## src/hw/srss_pkg.sv

```systemverilog
// Purpose: Shared constants and types for the status reporting and setup store block
// Assumes: Commands arrive already parsed, one per cycle, from a message front end
// Notes:   Slot parameters are signed fixed point with SRSS_FRAC_BITS fraction bits
package srss_pkg;

  // Status byte field positions
  localparam int unsigned SRSS_BIT_MAV = 4;
  localparam int unsigned SRSS_BIT_ESB = 5;
  localparam int unsigned SRSS_BIT_RQS = 6;

  // Mask of the bits that read back from the enable mask
  localparam logic [7:0] SRSS_MASK_READ  = 8'h30;
  // Bit that is always enabled in operation
  localparam logic [7:0] SRSS_MASK_FORCE = 8'h40;
  // Bits that take part in the summary
  localparam logic [7:0] SRSS_SUM_BITS   = 8'h30;
  localparam logic [7:0] SRSS_MASK_RESET = 8'h00;
  localparam logic [7:0] SRSS_BYTE_ZERO  = 8'h00;

  // Parameter format and ranges
  localparam int unsigned SRSS_PARAM_W   = 16;
  localparam int unsigned SRSS_FRAC_BITS = 4;
  localparam int unsigned SRSS_ROUND_W   = SRSS_PARAM_W + 1 - SRSS_FRAC_BITS;
  localparam logic signed [SRSS_PARAM_W:0]   SRSS_HALF     = 17'sh00008;
  localparam logic signed [SRSS_ROUND_W-1:0] SRSS_MASK_MIN = 13'sh0000;
  localparam logic signed [SRSS_ROUND_W-1:0] SRSS_MASK_MAX = 13'sh00ff;
  localparam logic signed [SRSS_ROUND_W-1:0] SRSS_SLOT_MIN = 13'sh0001;
  localparam logic signed [SRSS_ROUND_W-1:0] SRSS_SLOT_LIM = 13'sh000a;

  // Setup store geometry
  localparam int unsigned SRSS_SLOTS    = 9;
  localparam int unsigned SRSS_SLOT_W   = 4;
  localparam int unsigned SRSS_SETUP_W  = 32;
  localparam logic [SRSS_SLOT_W-1:0]  SRSS_SLOT_ONE  = 4'h1;
  localparam logic [SRSS_SETUP_W-1:0] SRSS_SETUP_RST = 32'h00000000;

  typedef enum logic [2:0] {
    SRSS_OP_NONE      = 3'b000,
    SRSS_OP_SRE_SET   = 3'b001,
    SRSS_OP_SRE_QUERY = 3'b010,
    SRSS_OP_STB_QUERY = 3'b011,
    SRSS_OP_TRIGGER   = 3'b100,
    SRSS_OP_RECALL    = 3'b101,
    SRSS_OP_SAVE      = 3'b110
  } srss_op_t;

  typedef enum logic [1:0] {
    SRSS_MODE_CONTINUOUS_OSCILLATION = 2'b00,
    SRSS_MODE_GATE                   = 2'b01,
    SRSS_MODE_TRIGGERED              = 2'b10
  } srss_mode_t;

  typedef struct packed {
    logic                           valid;
    srss_op_t                       op;
    logic                           has_param;
    logic signed [SRSS_PARAM_W-1:0] param;
  } srss_cmd_t;

  typedef struct packed {
    logic       valid;
    logic [7:0] data;
  } srss_reply_t;

endpackage

```

## src/hw/srss_setup_store.sv

```systemverilog
// Purpose: Nine slot store of instrument setups for save and recall
// Assumes: Slot number already checked to lie in 1..9
// Notes:   Read data appears one cycle after the read strobe
`timescale 1ns/1ns
`default_nettype none
module srss_setup_store (
  // Clock and reset
  input  wire logic                              i_clock,
  input  wire logic                              i_rst,
  // Access
  input  wire logic                              i_wr,
  input  wire logic                              i_rd,
  input  wire logic [srss_pkg::SRSS_SLOT_W-1:0]  i_slot,
  input  wire logic [srss_pkg::SRSS_SETUP_W-1:0] i_wdata,
  // Read result
  output logic      [srss_pkg::SRSS_SETUP_W-1:0] o_rdata,
  output logic                                   o_rvalid
);

  logic [srss_pkg::SRSS_SETUP_W-1:0] slot_mem [srss_pkg::SRSS_SLOTS];
  logic [srss_pkg::SRSS_SLOT_W-1:0]  index;

  assign index = i_slot - srss_pkg::SRSS_SLOT_ONE;

  // No reset on the array, so it maps onto plain storage
  always_ff @(posedge i_clock) begin
    if (i_wr) begin
      slot_mem[index] <= i_wdata;
    end
  end

  always_ff @(posedge i_clock or posedge i_rst) begin
    if (i_rst) begin
      o_rdata  <= srss_pkg::SRSS_SETUP_RST;
      o_rvalid <= 1'b0;
    end else begin
      o_rvalid <= i_rd;
      if (i_rd) begin
        o_rdata <= slot_mem[index];
      end
    end
  end

endmodule // srss_setup_store
`default_nettype wire

```

## src/hw/srss_top.sv

```systemverilog
// Purpose: Status byte, service request enable mask, trigger and setup save/recall handling
// Assumes: Commands, poll and group trigger strobes come from logic on i_clock
// Notes:   i_rst stands for power-on; kept mask is reloaded after it unless clearing is asked
`timescale 1ns/1ns
`default_nettype none
// Notes on behaviour
// - Mask set command loads the enable mask from a 0..255 parameter.
// - Mask bit 1 lets its status bit raise a request; 0 blocks it.
// - Mask query returns only bits 5 and 4; bit 6 reads zero, max 48.
// - Mask bit 6 always counts as enabled in operation.
// - Status byte: request bit 6, event summary bit 5, message available bit 4.
// - Status query returns master summary in bit 6, others as poll; max 112.
// - Master summary is OR of masked status bits excluding bit 6.
// - Request bit latches until serial poll; master summary follows status live.
// - Trigger command starts a manual trigger.
// - Trigger command and group trigger ignored in continuous and gate modes.
// - Recall restores the setup from slot 1..9 shared with front panel.
// - Recall without a slot number flags a command error.
// - Recall slot rounded; below 1 or 10 and up flags execution error.
// - Save stores the current setup into slot 1..9.
// - Save slot rounded; below 1 or 10 and up flags error, nothing stored.
// - Power-on clear flag chooses cleared or kept enable mask at power-up.
module srss_top (
  // Clock and reset
  input  wire logic                              i_clock,
  input  wire logic                              i_rst,
  // Parsed commands
  input  wire srss_pkg::srss_cmd_t               i_cmd,
  input  wire logic                              i_group_trigger,
  input  wire logic                              i_serial_poll,
  // Status sources
  input  wire logic [7:0]                        i_event_status,
  input  wire logic [7:0]                        i_event_enable,
  input  wire logic                              i_queue_has_data,
  input  wire srss_pkg::srss_mode_t              i_osc_mode,
  // Power-on handling
  input  wire logic                              i_psc_flag,
  input  wire logic [7:0]                        i_kept_mask,
  // Current setup
  input  wire logic [srss_pkg::SRSS_SETUP_W-1:0] i_setup,
  // Query replies and poll
  output srss_pkg::srss_reply_t                  o_reply,
  output logic [7:0]                             o_poll_byte,
  output logic                                   o_poll_valid,
  output logic                                   o_srq,
  output logic                                   o_mss,
  output logic [7:0]                             o_mask_keep,
  // Actions
  output logic                                   o_trigger,
  output logic [srss_pkg::SRSS_SETUP_W-1:0]      o_setup,
  output logic                                   o_setup_load,
  // Errors
  output logic                                   o_cmd_error,
  output logic                                   o_exe_error
);

  // Rounds a fixed point parameter half up to an integer
  function automatic logic signed [srss_pkg::SRSS_ROUND_W-1:0] round_param(
    input logic signed [srss_pkg::SRSS_PARAM_W-1:0] p
  );
    logic signed [srss_pkg::SRSS_PARAM_W:0] s;
    s = {p[srss_pkg::SRSS_PARAM_W-1], p} + srss_pkg::SRSS_HALF;
    return s[srss_pkg::SRSS_PARAM_W:srss_pkg::SRSS_FRAC_BITS];
  endfunction

  logic                                      init_done_q;
  logic [7:0]                                mask_q;
  logic                                      rqs_q;
  logic                                      mss_prev_q;
  logic                                      store_wr_q;
  logic                                      store_rd_q;
  logic [srss_pkg::SRSS_SLOT_W-1:0]          slot_q;
  logic [srss_pkg::SRSS_SETUP_W-1:0]         save_data_q;
  logic [srss_pkg::SRSS_SETUP_W-1:0]         store_rdata;
  logic                                      store_rvalid;
  logic                                      esb;
  logic                                      mav;
  logic [7:0]                                mask_eff;
  logic [7:0]                                stb_base;
  logic                                      mss_now;
  logic                                      rqs_set;
  logic signed [srss_pkg::SRSS_ROUND_W-1:0]  rounded;
  logic                                      slot_ok;
  logic                                      mask_ok;
  logic                                      trig_allowed;
  logic                                      is_sre_set;
  logic                                      is_recall;
  logic                                      is_save;
  logic                                      is_trigger;
  logic                                      trig_req;
  logic [7:0]                                poll_byte_d;
  logic [7:0]                                stb_reply_d;

  assign esb = |(i_event_status & i_event_enable);
  assign mav = i_queue_has_data;

  // status byte layout, unused bits zero
  always_comb begin
    stb_base = srss_pkg::SRSS_BYTE_ZERO;
    stb_base[srss_pkg::SRSS_BIT_ESB] = esb;
    stb_base[srss_pkg::SRSS_BIT_MAV] = mav;
  end

  assign mask_eff = mask_q | srss_pkg::SRSS_MASK_FORCE;

  assign mss_now = |(stb_base & mask_eff & srss_pkg::SRSS_SUM_BITS);

  // set on rising summary when clear
  // A summary held high asks only once; after the poll it stays quiet
  assign rqs_set = mss_now & ~mss_prev_q & ~rqs_q;

  // query and poll bytes differ only in bit 6
  always_comb begin
    poll_byte_d                         = stb_base;
    poll_byte_d[srss_pkg::SRSS_BIT_RQS] = rqs_q;
    stb_reply_d                         = stb_base;
    stb_reply_d[srss_pkg::SRSS_BIT_RQS] = mss_now;
  end

  assign rounded    = round_param(i_cmd.param);
  assign slot_ok    = (rounded >= srss_pkg::SRSS_SLOT_MIN) && (rounded < srss_pkg::SRSS_SLOT_LIM);
  assign mask_ok    = (rounded >= srss_pkg::SRSS_MASK_MIN) && (rounded <= srss_pkg::SRSS_MASK_MAX);
  assign is_sre_set = i_cmd.valid && (i_cmd.op == srss_pkg::SRSS_OP_SRE_SET);
  assign is_recall  = i_cmd.valid && (i_cmd.op == srss_pkg::SRSS_OP_RECALL);
  assign is_save    = i_cmd.valid && (i_cmd.op == srss_pkg::SRSS_OP_SAVE);
  assign is_trigger = i_cmd.valid && (i_cmd.op == srss_pkg::SRSS_OP_TRIGGER);
  // group trigger passes the same mode gate
  assign trig_req   = is_trigger || i_group_trigger;

  always_comb begin
    case (i_osc_mode)
      srss_pkg::SRSS_MODE_CONTINUOUS_OSCILLATION: trig_allowed = 1'b0;
      srss_pkg::SRSS_MODE_GATE:                   trig_allowed = 1'b0;
      srss_pkg::SRSS_MODE_TRIGGERED:              trig_allowed = 1'b1;
      default:                                    trig_allowed = 1'b0;
    endcase
  end

  // Power-up load is one cycle after release so no port value enters the reset branch
  always_ff @(posedge i_clock or posedge i_rst) begin
    if (i_rst) begin
      init_done_q <= 1'b0;
    end else begin
      init_done_q <= 1'b1;
    end
  end

  // Enable mask register
  always_ff @(posedge i_clock or posedge i_rst) begin
    if (i_rst) begin
      mask_q <= srss_pkg::SRSS_MASK_RESET;
    end else if (!init_done_q) begin
      if (i_psc_flag) begin
        mask_q <= srss_pkg::SRSS_MASK_RESET;
      end else begin
        mask_q <= i_kept_mask;
      end
    end else if (is_sre_set && i_cmd.has_param && mask_ok) begin
      mask_q <= rounded[7:0];
    end
  end

  // Copy for non-volatile keeping by the surrounding system
  always_ff @(posedge i_clock or posedge i_rst) begin
    if (i_rst) begin
      o_mask_keep <= srss_pkg::SRSS_MASK_RESET;
    end else begin
      o_mask_keep <= mask_q;
    end
  end

  // Request service latch
  always_ff @(posedge i_clock or posedge i_rst) begin
    if (i_rst) begin
      rqs_q      <= 1'b0;
      mss_prev_q <= 1'b0;
    end else begin
      mss_prev_q <= mss_now;
      // a new request beats a poll clear in the same cycle
      if (rqs_set) begin
        rqs_q <= 1'b1;
      end else if (i_serial_poll) begin
        rqs_q <= 1'b0;
      end
    end
  end

  // Service request line and live summary
  always_ff @(posedge i_clock or posedge i_rst) begin
    if (i_rst) begin
      o_srq <= 1'b0;
      o_mss <= 1'b0;
    end else begin
      o_srq <= rqs_q | rqs_set;
      o_mss <= mss_now;
    end
  end

  // Serial poll answer carries the latched request bit
  always_ff @(posedge i_clock or posedge i_rst) begin
    if (i_rst) begin
      o_poll_byte  <= srss_pkg::SRSS_BYTE_ZERO;
      o_poll_valid <= 1'b0;
    end else begin
      o_poll_valid <= i_serial_poll;
      if (i_serial_poll) begin
        o_poll_byte <= poll_byte_d;
      end
    end
  end

  // Query replies
  always_ff @(posedge i_clock or posedge i_rst) begin
    if (i_rst) begin
      o_reply <= '0;
    end else begin
      o_reply.valid <= 1'b0;
      if (i_cmd.valid && init_done_q) begin
        case (i_cmd.op)
          srss_pkg::SRSS_OP_SRE_QUERY: begin
            // only bits 5 and 4 read back
            o_reply.valid <= 1'b1;
            o_reply.data  <= mask_q & srss_pkg::SRSS_MASK_READ;
          end
          srss_pkg::SRSS_OP_STB_QUERY: begin
            o_reply.valid <= 1'b1;
            o_reply.data  <= stb_reply_d;
          end
          default: begin
            o_reply.valid <= 1'b0;
          end
        endcase
      end
    end
  end

  // Manual trigger
  always_ff @(posedge i_clock or posedge i_rst) begin
    if (i_rst) begin
      o_trigger <= 1'b0;
    end else begin
      o_trigger <= init_done_q && trig_req && trig_allowed;
    end
  end

  // Save and recall requests to the slot store
  always_ff @(posedge i_clock or posedge i_rst) begin
    if (i_rst) begin
      store_wr_q  <= 1'b0;
      store_rd_q  <= 1'b0;
      slot_q      <= srss_pkg::SRSS_SLOT_ONE;
      save_data_q <= srss_pkg::SRSS_SETUP_RST;
    end else begin
      store_wr_q <= 1'b0;
      store_rd_q <= 1'b0;
      // a bad slot never reaches the store
      if (init_done_q && i_cmd.has_param && slot_ok) begin
        if (is_save) begin
          store_wr_q  <= 1'b1;
          slot_q      <= rounded[srss_pkg::SRSS_SLOT_W-1:0];
          save_data_q <= i_setup;
        end
        if (is_recall) begin
          store_rd_q <= 1'b1;
          slot_q     <= rounded[srss_pkg::SRSS_SLOT_W-1:0];
        end
      end
    end
  end

  srss_setup_store u_store (
    .i_clock  (i_clock),
    .i_rst    (i_rst),
    .i_wr     (store_wr_q),
    .i_rd     (store_rd_q),
    .i_slot   (slot_q),
    .i_wdata  (save_data_q),
    .o_rdata  (store_rdata),
    .o_rvalid (store_rvalid)
  );

  // Recalled setup handed to the instrument
  always_ff @(posedge i_clock or posedge i_rst) begin
    if (i_rst) begin
      o_setup      <= srss_pkg::SRSS_SETUP_RST;
      o_setup_load <= 1'b0;
    end else begin
      o_setup_load <= store_rvalid;
      if (store_rvalid) begin
        o_setup <= store_rdata;
      end
    end
  end

  // Error reporting, one-cycle pulses
  always_ff @(posedge i_clock or posedge i_rst) begin
    if (i_rst) begin
      o_cmd_error <= 1'b0;
      o_exe_error <= 1'b0;
    end else begin
      o_cmd_error <= 1'b0;
      o_exe_error <= 1'b0;
      if (init_done_q) begin
        // missing slot number
        // Missing parameters on save and mask set treated the same way
        if ((is_recall || is_save || is_sre_set) && !i_cmd.has_param) begin
          o_cmd_error <= 1'b1;
        end
        if (is_recall && i_cmd.has_param && !slot_ok) begin
          o_exe_error <= 1'b1;
        end
        if (is_save && i_cmd.has_param && !slot_ok) begin
          o_exe_error <= 1'b1;
        end
        // mask value outside 0..255, mask left as it was
        if (is_sre_set && i_cmd.has_param && !mask_ok) begin
          o_exe_error <= 1'b1;
        end
      end
    end
  end

endmodule // srss_top
`default_nettype wire

```

## config.mk

```make
export PLATFORM = sky130hd
export DESIGN_NAME = srss_top
export DESIGN_NICKNAME = d
export VERILOG_FILES = /design/src/hw/srss_pkg.sv /design/src/hw/srss_setup_store.sv /design/src/hw/srss_top.sv
export SDC_FILE = /design/constraint.sdc
export NUM_CORES = 1
export LEC_CHECK = 0
export BUFFER_PORTS_ARGS = -buffer_cell sky130_fd_sc_hd__buf_2
export CORE_AREA = 2 2 219 221
export CTS_CLUSTER_SIZE = 8
export DETAILED_ROUTE_END_ITERATION = 10
export DIE_AREA = 0 0 221 223
export HOLD_SLACK_MARGIN = 0.15
export PLACE_DENSITY_LB_ADDON = 0.2
export SYNTH_ARGS = -nofsm -noshare
export SYNTH_HDL_FRONTEND = slang
export SYNTH_HIERARCHICAL = 1
export SYNTH_SLANG_ARGS = --single-unit
```

## constraint.sdc

```tcl
create_clock -name i_clock -period 7.1 [get_ports i_clock]
set_input_delay 0.355 -clock i_clock [delete_from_list [all_inputs] [get_ports i_clock]]
set_output_delay 0.355 -clock i_clock [all_outputs]
set_load 0.01 [all_outputs]
```

==> reports/qor_table.md, run 1 <==
| Parameter | Reported | Unit |
|:---|:---|:---|
| Top library cells by usage in the layout, fill and taps aside | edfxtp_1, buf_2, dfrtp_1 | - |
| Unrepaired setup endpoints after global routing | false | - |
| Kind of end point of the critical path | flop | - |
| Synth unique cells | 52 | - |
| Headroom to the max-slew limit | 25.9 | % |
| Floorplan core area | 47100 | sq um |
| Max FO, Critical Path | 23 | - |
| Number of fill cells in the layout | 4247 | - |
| Number of setup violations in the final report | 0 | - |
| WS Path Type | flop to flop | - |
| Number of rows created at floorplan | 80 | - |
| Number of buffer and inverter stages on the critical path | 2 | - |
| Source-to-sink clock delay at the later pin of the worst-skew pair | 0.58 | ns |
| Hold buffer count at CTS | 52 | - |
| Post-Syn Area | 16300 | sq um |
| Data arrival time at the worst-slack endpoint | 4.46 | ns |
| Family with the most delay on the worst path | simple AND/OR/NAND/NOR gates | - |
| Synthesized flop and latch total | 423 | - |
| Proportion of synthesized flip-flops having asynchronous set or reset | 31.9 | % |
| Setup Buffers After CTS | 0 | - |
| Worst setup skew after layout | 0.0190 | ns |
| Worst setup timing slack at the placement stage | 2.79 | ns |
| Beginning of the worst register-to-register path | slot_q[0]$_DFFE_PP1P_ | - |
| Highest attainable clock frequency | 237 | MHz |
| GRT Resource Usage Total | 14.9 | % |
| Cell count after synthesis | 890 | - |
| Clock transition time at the flip-flop clock pins of the worst setup and hold paths | 0.05 | ns |
| Antenna Nets Post-Route | 0 | - |
| List of cells traversed by the critical path | inv_1, ha_1, nor2b_1, a21oi_1, o21ai_2, and3_1, buf_4 | - |
| Number of sinks handled by clock tree synthesis | 423 | - |
| Maximum clock path buffer count | 3 | - |
| Per-cell routed wire length | 20.5 | um |
| Area grow syn2layout | 21.4 | % |
| Resized Gates After CTS | 0 | - |
| Final cell count without fillers | 1774 | - |
| Peak supply drop | 183 | uV |
| Count of antenna diodes in the layout | 0 | - |
| Drt total wl | 36300 | um |
| Initial cell density of the core | 34.5 | % |
| Area of the die | 49300 | sq um |
| Wire length of the first global-routing pass | 56100 | um |
| Clock tree root driver cell | clkbuf_16 | - |
| Net count reported at finish | 1204 | - |
| Yosys warns | 6 | - |
| Number of DRC violations after detailed-routing iteration 0 | 435 | - |
| Count of pins over their slew limit | 0 | - |
| Total iterations of the first detailed-routing run | 5 | - |
| Die H | 223 | um |
| Largest incremental delay on the critical path | 0.99 | ns |
| Min Clock Period, post-route | 4.22 | ns |
| Power density relative to cell area | 267 | nW/um^2 |
| Fin crit share | 59.5 | % |
| Number of synthesized flops with an enable pin | 288 | - |
| Inserted Clock Buffers | 58 | - |
| Routability congestion estimate | 0.765 | - |
| Worst min-delay path startpoint | i_psc_flag | - |
| Global route total overflow | 0 | - |
| Leakage | 6.88 | nW |
| DP Wirelength | 20000 | um |
| Status | finished clean | - |
| Per-instance average area after synthesis | 18.3 | sq um |
| Number of antenna violations at the first check in global routing | 0 | - |
| Reported max-cap violation count | 0 | - |
| Placed insts | 1616 | - |
| Buffers added on ports | 135 | - |
| Sum Neg Setup Slack | 0 | ns |
| Master of the slowest instance on the critical path | and3_1 | - |
| Clock tree from TritonCTS | done | - |
| Pin count of the biggest net entering global routing | 66 | - |
| Required time of the critical path | 7.33 | ns |
| Die Wd | 221 | um |
| Least-Margin Pin Slew | 1.11 | ns |
| Worst setup slack after layout | 2.88 | ns |
| Share of cells above drive strength 1 | 31.5 | % |
| Io pins | 149 | - |
| Average vias per placed instance | 4.91 | - |
| H-tree depth | 2 | - |
| Critical path startpoint | slot_q[0]$_DFFE_PP1P_ | - |
| Sequential share of the synthesized area | 73.9 | % |
| Number of design rule violations left after detail routing | 0 | - |
| Hold_ws | 0.191 | ns |
| Number of global-route vias before repair | 9289 | - |
| Endpoints failing hold | 0 | - |
| Kind of launch point of the worst setup path | flop | - |
| Flip-flop cell with the highest count after synthesis | edfxtp_1 | - |
| Type of the tightest min-delay check | primary input to flop | - |
| Most common cell after layout, fill and taps aside | edfxtp_1 | - |
| Total number of vias | 8705 | - |
## metal layers
metal / GRT usage (%) / part of all wire (%)
met5: 0 / 0
met4: 5.24 / 2.7
met3: 2.92 / 4.5
met2: 24.5 / 49
met1: 19.7 / 44
## synth_stat cells (3+ instances only)
library cell / count / area share [%]
a21oi_1: 4 / 0.12
a22oi_1: 37 / 1.7
a31oi_1: 34 / 1.3
and3_1: 7 / 0.27
buf_1: 6 / 0.14
buf_2: 6 / 0.18
buf_4: 15 / 0.69
buf_6: 9 / 0.62
clkbuf_1: 14 / 0.32
dfrtp_1: 134 / 21
edfxtp_1: 288 / 53
ha_1: 6 / 0.46
inv_1: 7 / 0.16
mux2_1: 5 / 0.35
mux2_2: 66 / 4.6
mux2i_1: 5 / 0.31
mux4_2: 64 / 8.9
nand2_1: 56 / 1.3
nand2b_1: 3 / 0.12
nand3_1: 16 / 0.49
nor2_1: 44 / 1.0
nor2b_1: 5 / 0.19
nor3_1: 4 / 0.12
o211ai_1: 7 / 0.32
o21ai_0: 3 / 0.092
or2_2: 5 / 0.19
xnor2_1: 4 / 0.22
xor2_1: 5 / 0.27
## registers in the layout, summed over array words and instances (netlist names), 3 cells and up
signal / flops
u_store/slot_mem: 288
o_reply: 4
slot_q: 4
u_store/o_rdata: 32
mask_q: 8
o_setup: 32
o_mask_keep: 8
save_data_q: 32
o_poll_byte: 3
## cell type report
cell class / count / area, sq um / share of cell area [%]
Timing Repair Buffer: 205 / 1330 / 6.74
Clock inverter: 1 / 8.76 / 0.0443
Multi-Input combinational cell: 418 / 3940 / 19.9
Sequential cell: 423 / 12000 / 60.9
Inverter: 7 / 28.8 / 0.146
Tap cell: 615 / 769 / 3.89
Clock buffer: 105 / 1650 / 8.34
## kinds of logic (layout without fill, tap and decap cells)
| logic type | Yosys count | after routing | share of synthesized area, % |
|---|---|---|---|
| DFF | 423 | 423 | 73.9 |
| xor gates and xnor gates | 10 | 10 | 0.584 |
| muxes | 140 | 140 | 14.1 |
| other | 2 | 11 | 0.0461 |
| adders and majority gates | 6 | 6 | 0.461 |
| and+or+nand+nor | 152 | 152 | 4.42 |
| AOI/OAI and AO/OA | 99 | 99 | 4.34 |
| buffers and inverters | 58 | 318 | 2.15 |
## path summary, 6_finish.rpt
path	endpoint	slack, ns	cells past startpoint
max	u_store/slot_mem[5][23]$_DFFE_PP_	2.88	7
min	mask_q[1]$_DFFE_PP0P_	0.19	4
max reg2reg	u_store/slot_mem[5][23]$_DFFE_PP_	2.88	7
min reg2reg	o_mask_keep[2]$_DFF_PP0_	0.38	0
max in group asynchronous	store_rd_q$_DFF_PP0_	5.41	4
min in group asynchronous	o_setup[25]$_DFFE_PP0P_	0.46	3
## tightest hold or removal path: stages
cell      delay [ns]
buf_2           0.09
nor2_1          0.11
nand2_1         0.09
o211ai_1        0.08
## through the flow
stage          power [W]  utilization, %  instance area, sq um
6_report         0.00529            41.9                 19800
3_3_place_gp     0.00280            37.3                 17600
3_5_place_dp     0.00280            37.3                 17600
4_1_cts          0.00537            41.9                 19800
2_1_floorplan    0.00274               -                 16300
5_1_grt          0.00547            41.9                 19800
## power breakdown
group | internal [W] | switching (W) | total (W) | leakage, nW
Combinational | 0.0000607 | 0.0000680 | 0.000129 | 2.25
Sequential | 0.00263 | 0.0000116 | 0.00265 | 3.84
Clock | 0.00154 | 0.000972 | 0.00251 | 0.786
(Power assumes the default switching activity.)
==> inputs of run 2 (changes only) <==
==> constraint.sdc (replaced) <==
create_clock -name i_clock -period 4.05 [get_ports i_clock]
set_input_delay 0.2025 -clock i_clock [delete_from_list [all_inputs] [get_ports i_clock]]
set_output_delay 0.2025 -clock i_clock [all_outputs]
set_load 0.01 [all_outputs]
==> run 2 against run 1 <==
Against the previous run:
- first-iteration DRC count grew 22%
- maximum frequency grew 35%
- flip-flop and latch count is the same
- clock skew shrank 0.0087 ns
- global-route usage grew 0.22 points
- clock-buffer cell count is the same
- critical path type unchanged
- critical endpoint is now u_store/slot_mem[1][9]$_DFFE_PP_
- largest cell class unchanged
==> reports/qor_table.md, run 2 (synthesized netlist as in run 1, its figures left out) <==
| Parameter | Reported | Unit |
|:---|:---|:---|
| Global route total overflow | 0 | - |
| Worst min-delay path startpoint | i_cmd[5] | - |
| Master of the slowest instance on the critical path | and3_1 | - |
| Peak supply drop | 356 | uV |
| Setup slack of the most critical reg-to-reg path | 0.92 | ns |
| Number of rows created at floorplan | 80 | - |
| Highest routed metal layer | met4 | - |
| Least-Margin Pin Slew | 0.954 | ns |
| H-tree depth | 2 | - |
| WS Path Type | flop to flop | - |
| Endpoints failing hold | 0 | - |
| Power, Total | 0.00931 | W |
| Clock tree root driver cell | clkbuf_16 | - |
| Core utilization of the finished layout | 42.7 | % |
| Floorplan core area | 47100 | sq um |
| Per-cell routed wire length | 20.2 | um |
| Number of cells traversed by the worst hold path | 4 | - |
| Routability congestion estimate | 0.745 | - |
| Flip-flop count of the largest register after layout | 288 | - |
| Sum Neg Setup Slack | 0 | ns |
| Met2 routed wirelength | 17600 | um |
| Final cell count without fillers | 1806 | - |
| Number of global-route vias before repair | 9351 | - |
| Buffers added on ports | 135 | - |
| Source-to-sink clock delay at the later pin of the worst-skew pair | 0.58 | ns |
| Pin count of the biggest net entering global routing | 103 | - |
| Total iterations of the first detailed-routing run | 5 | - |
| Clock tree from TritonCTS | done | - |
| Die Wd | 221 | um |
| Count of antenna diodes in the layout | 0 | - |
| Post-Route M1 WL | 16300 | um |
| Initial cell density of the core | 34.5 | % |
| Status | finished clean | - |
| Number of fill cells in the layout | 4167 | - |
| Maximum clock path buffer count | 3 | - |
| Type of the tightest min-delay check | primary input to flop | - |
| Largest register by flop count | u_store/slot_mem | - |
| Power density relative to cell area | 462 | nW/um^2 |
| Average vias per placed instance | 4.90 | - |
| Largest incremental delay on the critical path | 0.75 | ns |
| Number of sinks handled by clock tree synthesis | 423 | - |
| Antenna Nets Post-Route | 0 | - |
| Io pins | 149 | - |
| Fin crit share | 77.3 | % |
| Wire length of the first global-routing pass | 56500 | um |
| Inserted Clock Buffers | 58 | - |
| Placed insts | 1622 | - |
| DP Wirelength | 19900 | um |
| Required time of the critical path | 4.32 | ns |
| Share of cells above drive strength 1 | 31.2 | % |
| Met3 wire length | 1900 | um |
| Hold worst-path end | slot_q[3]$_DFFE_PP0P_ | - |
| Worst setup skew after layout | 0.0103 | ns |
| Kind of launch point of the worst setup path | flop | - |
| Drt total wl | 36600 | um |
| List of cells traversed by the critical path | inv_1, ha_1, nor2_1, a21oi_1, o22ai_4, buf_4, and3_1, buf_12 | - |
| Headroom to the max-slew limit | 36.4 | % |
| R2R Path End | u_store/slot_mem[1][9]$_DFFE_PP_ | - |
| Beginning of the worst register-to-register path | slot_q[0]$_DFFE_PP1P_ | - |
| Leakage | 7.04 | nW |
| Number of setup violations in the final report | 0 | - |
| Max FO, Critical Path | 23 | - |
| Clock transition time at the flip-flop clock pins of the worst setup and hold paths | 0.05 | ns |
| Unrepaired setup endpoints after global routing | false | - |
| Data arrival time at the worst-slack endpoint | 3.40 | ns |
| Min Clock Period, post-route | 3.13 | ns |
| Total number of vias | 8852 | - |
| Count of pins over their slew limit | 0 | - |
| Number of DRC violations after detailed-routing iteration 0 | 529 | - |
| Area of the die | 49300 | sq um |
| Area grow syn2layout | 23.8 | % |
| Die H | 223 | um |
| Setup Buffers After CTS | 0 | - |
| Most common cell after layout, fill and taps aside | edfxtp_1 | - |
| Number of design rule violations left after detail routing | 0 | - |
| Top library cells by usage in the layout, fill and taps aside | edfxtp_1, buf_2, dfrtp_1 | - |
| Kind of end point of the critical path | flop | - |
| Number of antenna violations at the first check in global routing | 0 | - |
| Net count reported at finish | 1236 | - |
| Worst reg2reg path depth | 8 | - |
| Highest attainable clock frequency | 320 | MHz |
| Reported max-cap violation count | 0 | - |
| GRT Resource Usage Total | 15.1 | % |
-- run 2: changes by cell type in the layout (fill, tap and decap cells not counted), sizes merged --
cell and change:
buf +6, dlygate4sd3 +26
-- run 2: worst max-delay path by stage --
stage                           from                           endpoint  slack [ns]  cells after the start
3_3_place_gp   slot_q[0]$_DFFE_PP1P_  u_store/slot_mem[8][24]$_DFFE_PP_        0.89                      5
3_5_place_dp   slot_q[0]$_DFFE_PP1P_     u_store/o_rdata[5]$_DFFE_PP0P_        0.89                      5
2_1_floorplan  slot_q[0]$_DFFE_PP1P_   u_store/slot_mem[8][0]$_DFFE_PP_        0.58                      7
4_1_cts        slot_q[0]$_DFFE_PP1P_     u_store/o_rdata[6]$_DFFE_PP0P_        0.88                      5
5_1_grt        slot_q[0]$_DFFE_PP1P_     u_store/o_rdata[6]$_DFFE_PP0P_        0.65                      5
6_report       slot_q[0]$_DFFE_PP1P_   u_store/slot_mem[1][9]$_DFFE_PP_        0.92                      8
-- run 2: metrics by stage --
step	hold slack [ns]	setup slack [ns]	area, sq um
CTS	0.160	0.883	20100
floorplan	0.234	0.581	16300
detailed placement	0.365	0.890	17700
finish	0.195	0.921	20100
global route	0.194	0.649	20100
global placement	0.356	0.892	17700
-- run 2: final cells by class --
class	instances	area [sq um]	area share [%]
Clock buffer	105	1650	8.19
Clock inverter	1	8.76	0.0435
Inverter	7	28.8	0.143
Multi-Input combinational cell	418	3940	19.6
Sequential cell	423	12000	59.7
Tap cell	615	769	3.82
Timing Repair Buffer	237	1710	8.50
-- run 2: where the power goes --
part / internal [W] / total [W] / switching (W) / leakage [nW]
sequential: 0.00462 / 0.00463 / 0.0000178 / 3.84
clock: 0.00270 / 0.00442 / 0.00172 / 0.786
combinational: 0.000128 / 0.000256 / 0.000128 / 2.41
-- run 2: layer usage --
layer  up-vias  GRT usage, %
li1       3986             -
met1      4576          20.6
met2       228          24.2
met3        62          3.56
met4         0          4.11
met5         -             0
-- run 2: critical path: cells and delay by family (launching register included) --
| family | cells | cell delay [ns] |
|---|---|---|
| buf+inv | 3 | 0.69 |
| flops | 1 | 0.63 |
| compound gates | 2 | 0.28 |
| simple gates | 2 | 0.92 |
| fa+ha+maj | 1 | 0.28 |
-- run 2: timing repair --
action / 4_1_cts / 5_1_grt
endpoints found under the hold margin: 177 / 0
resized for setup: 0 / 0
hold buffers: 78 / 0
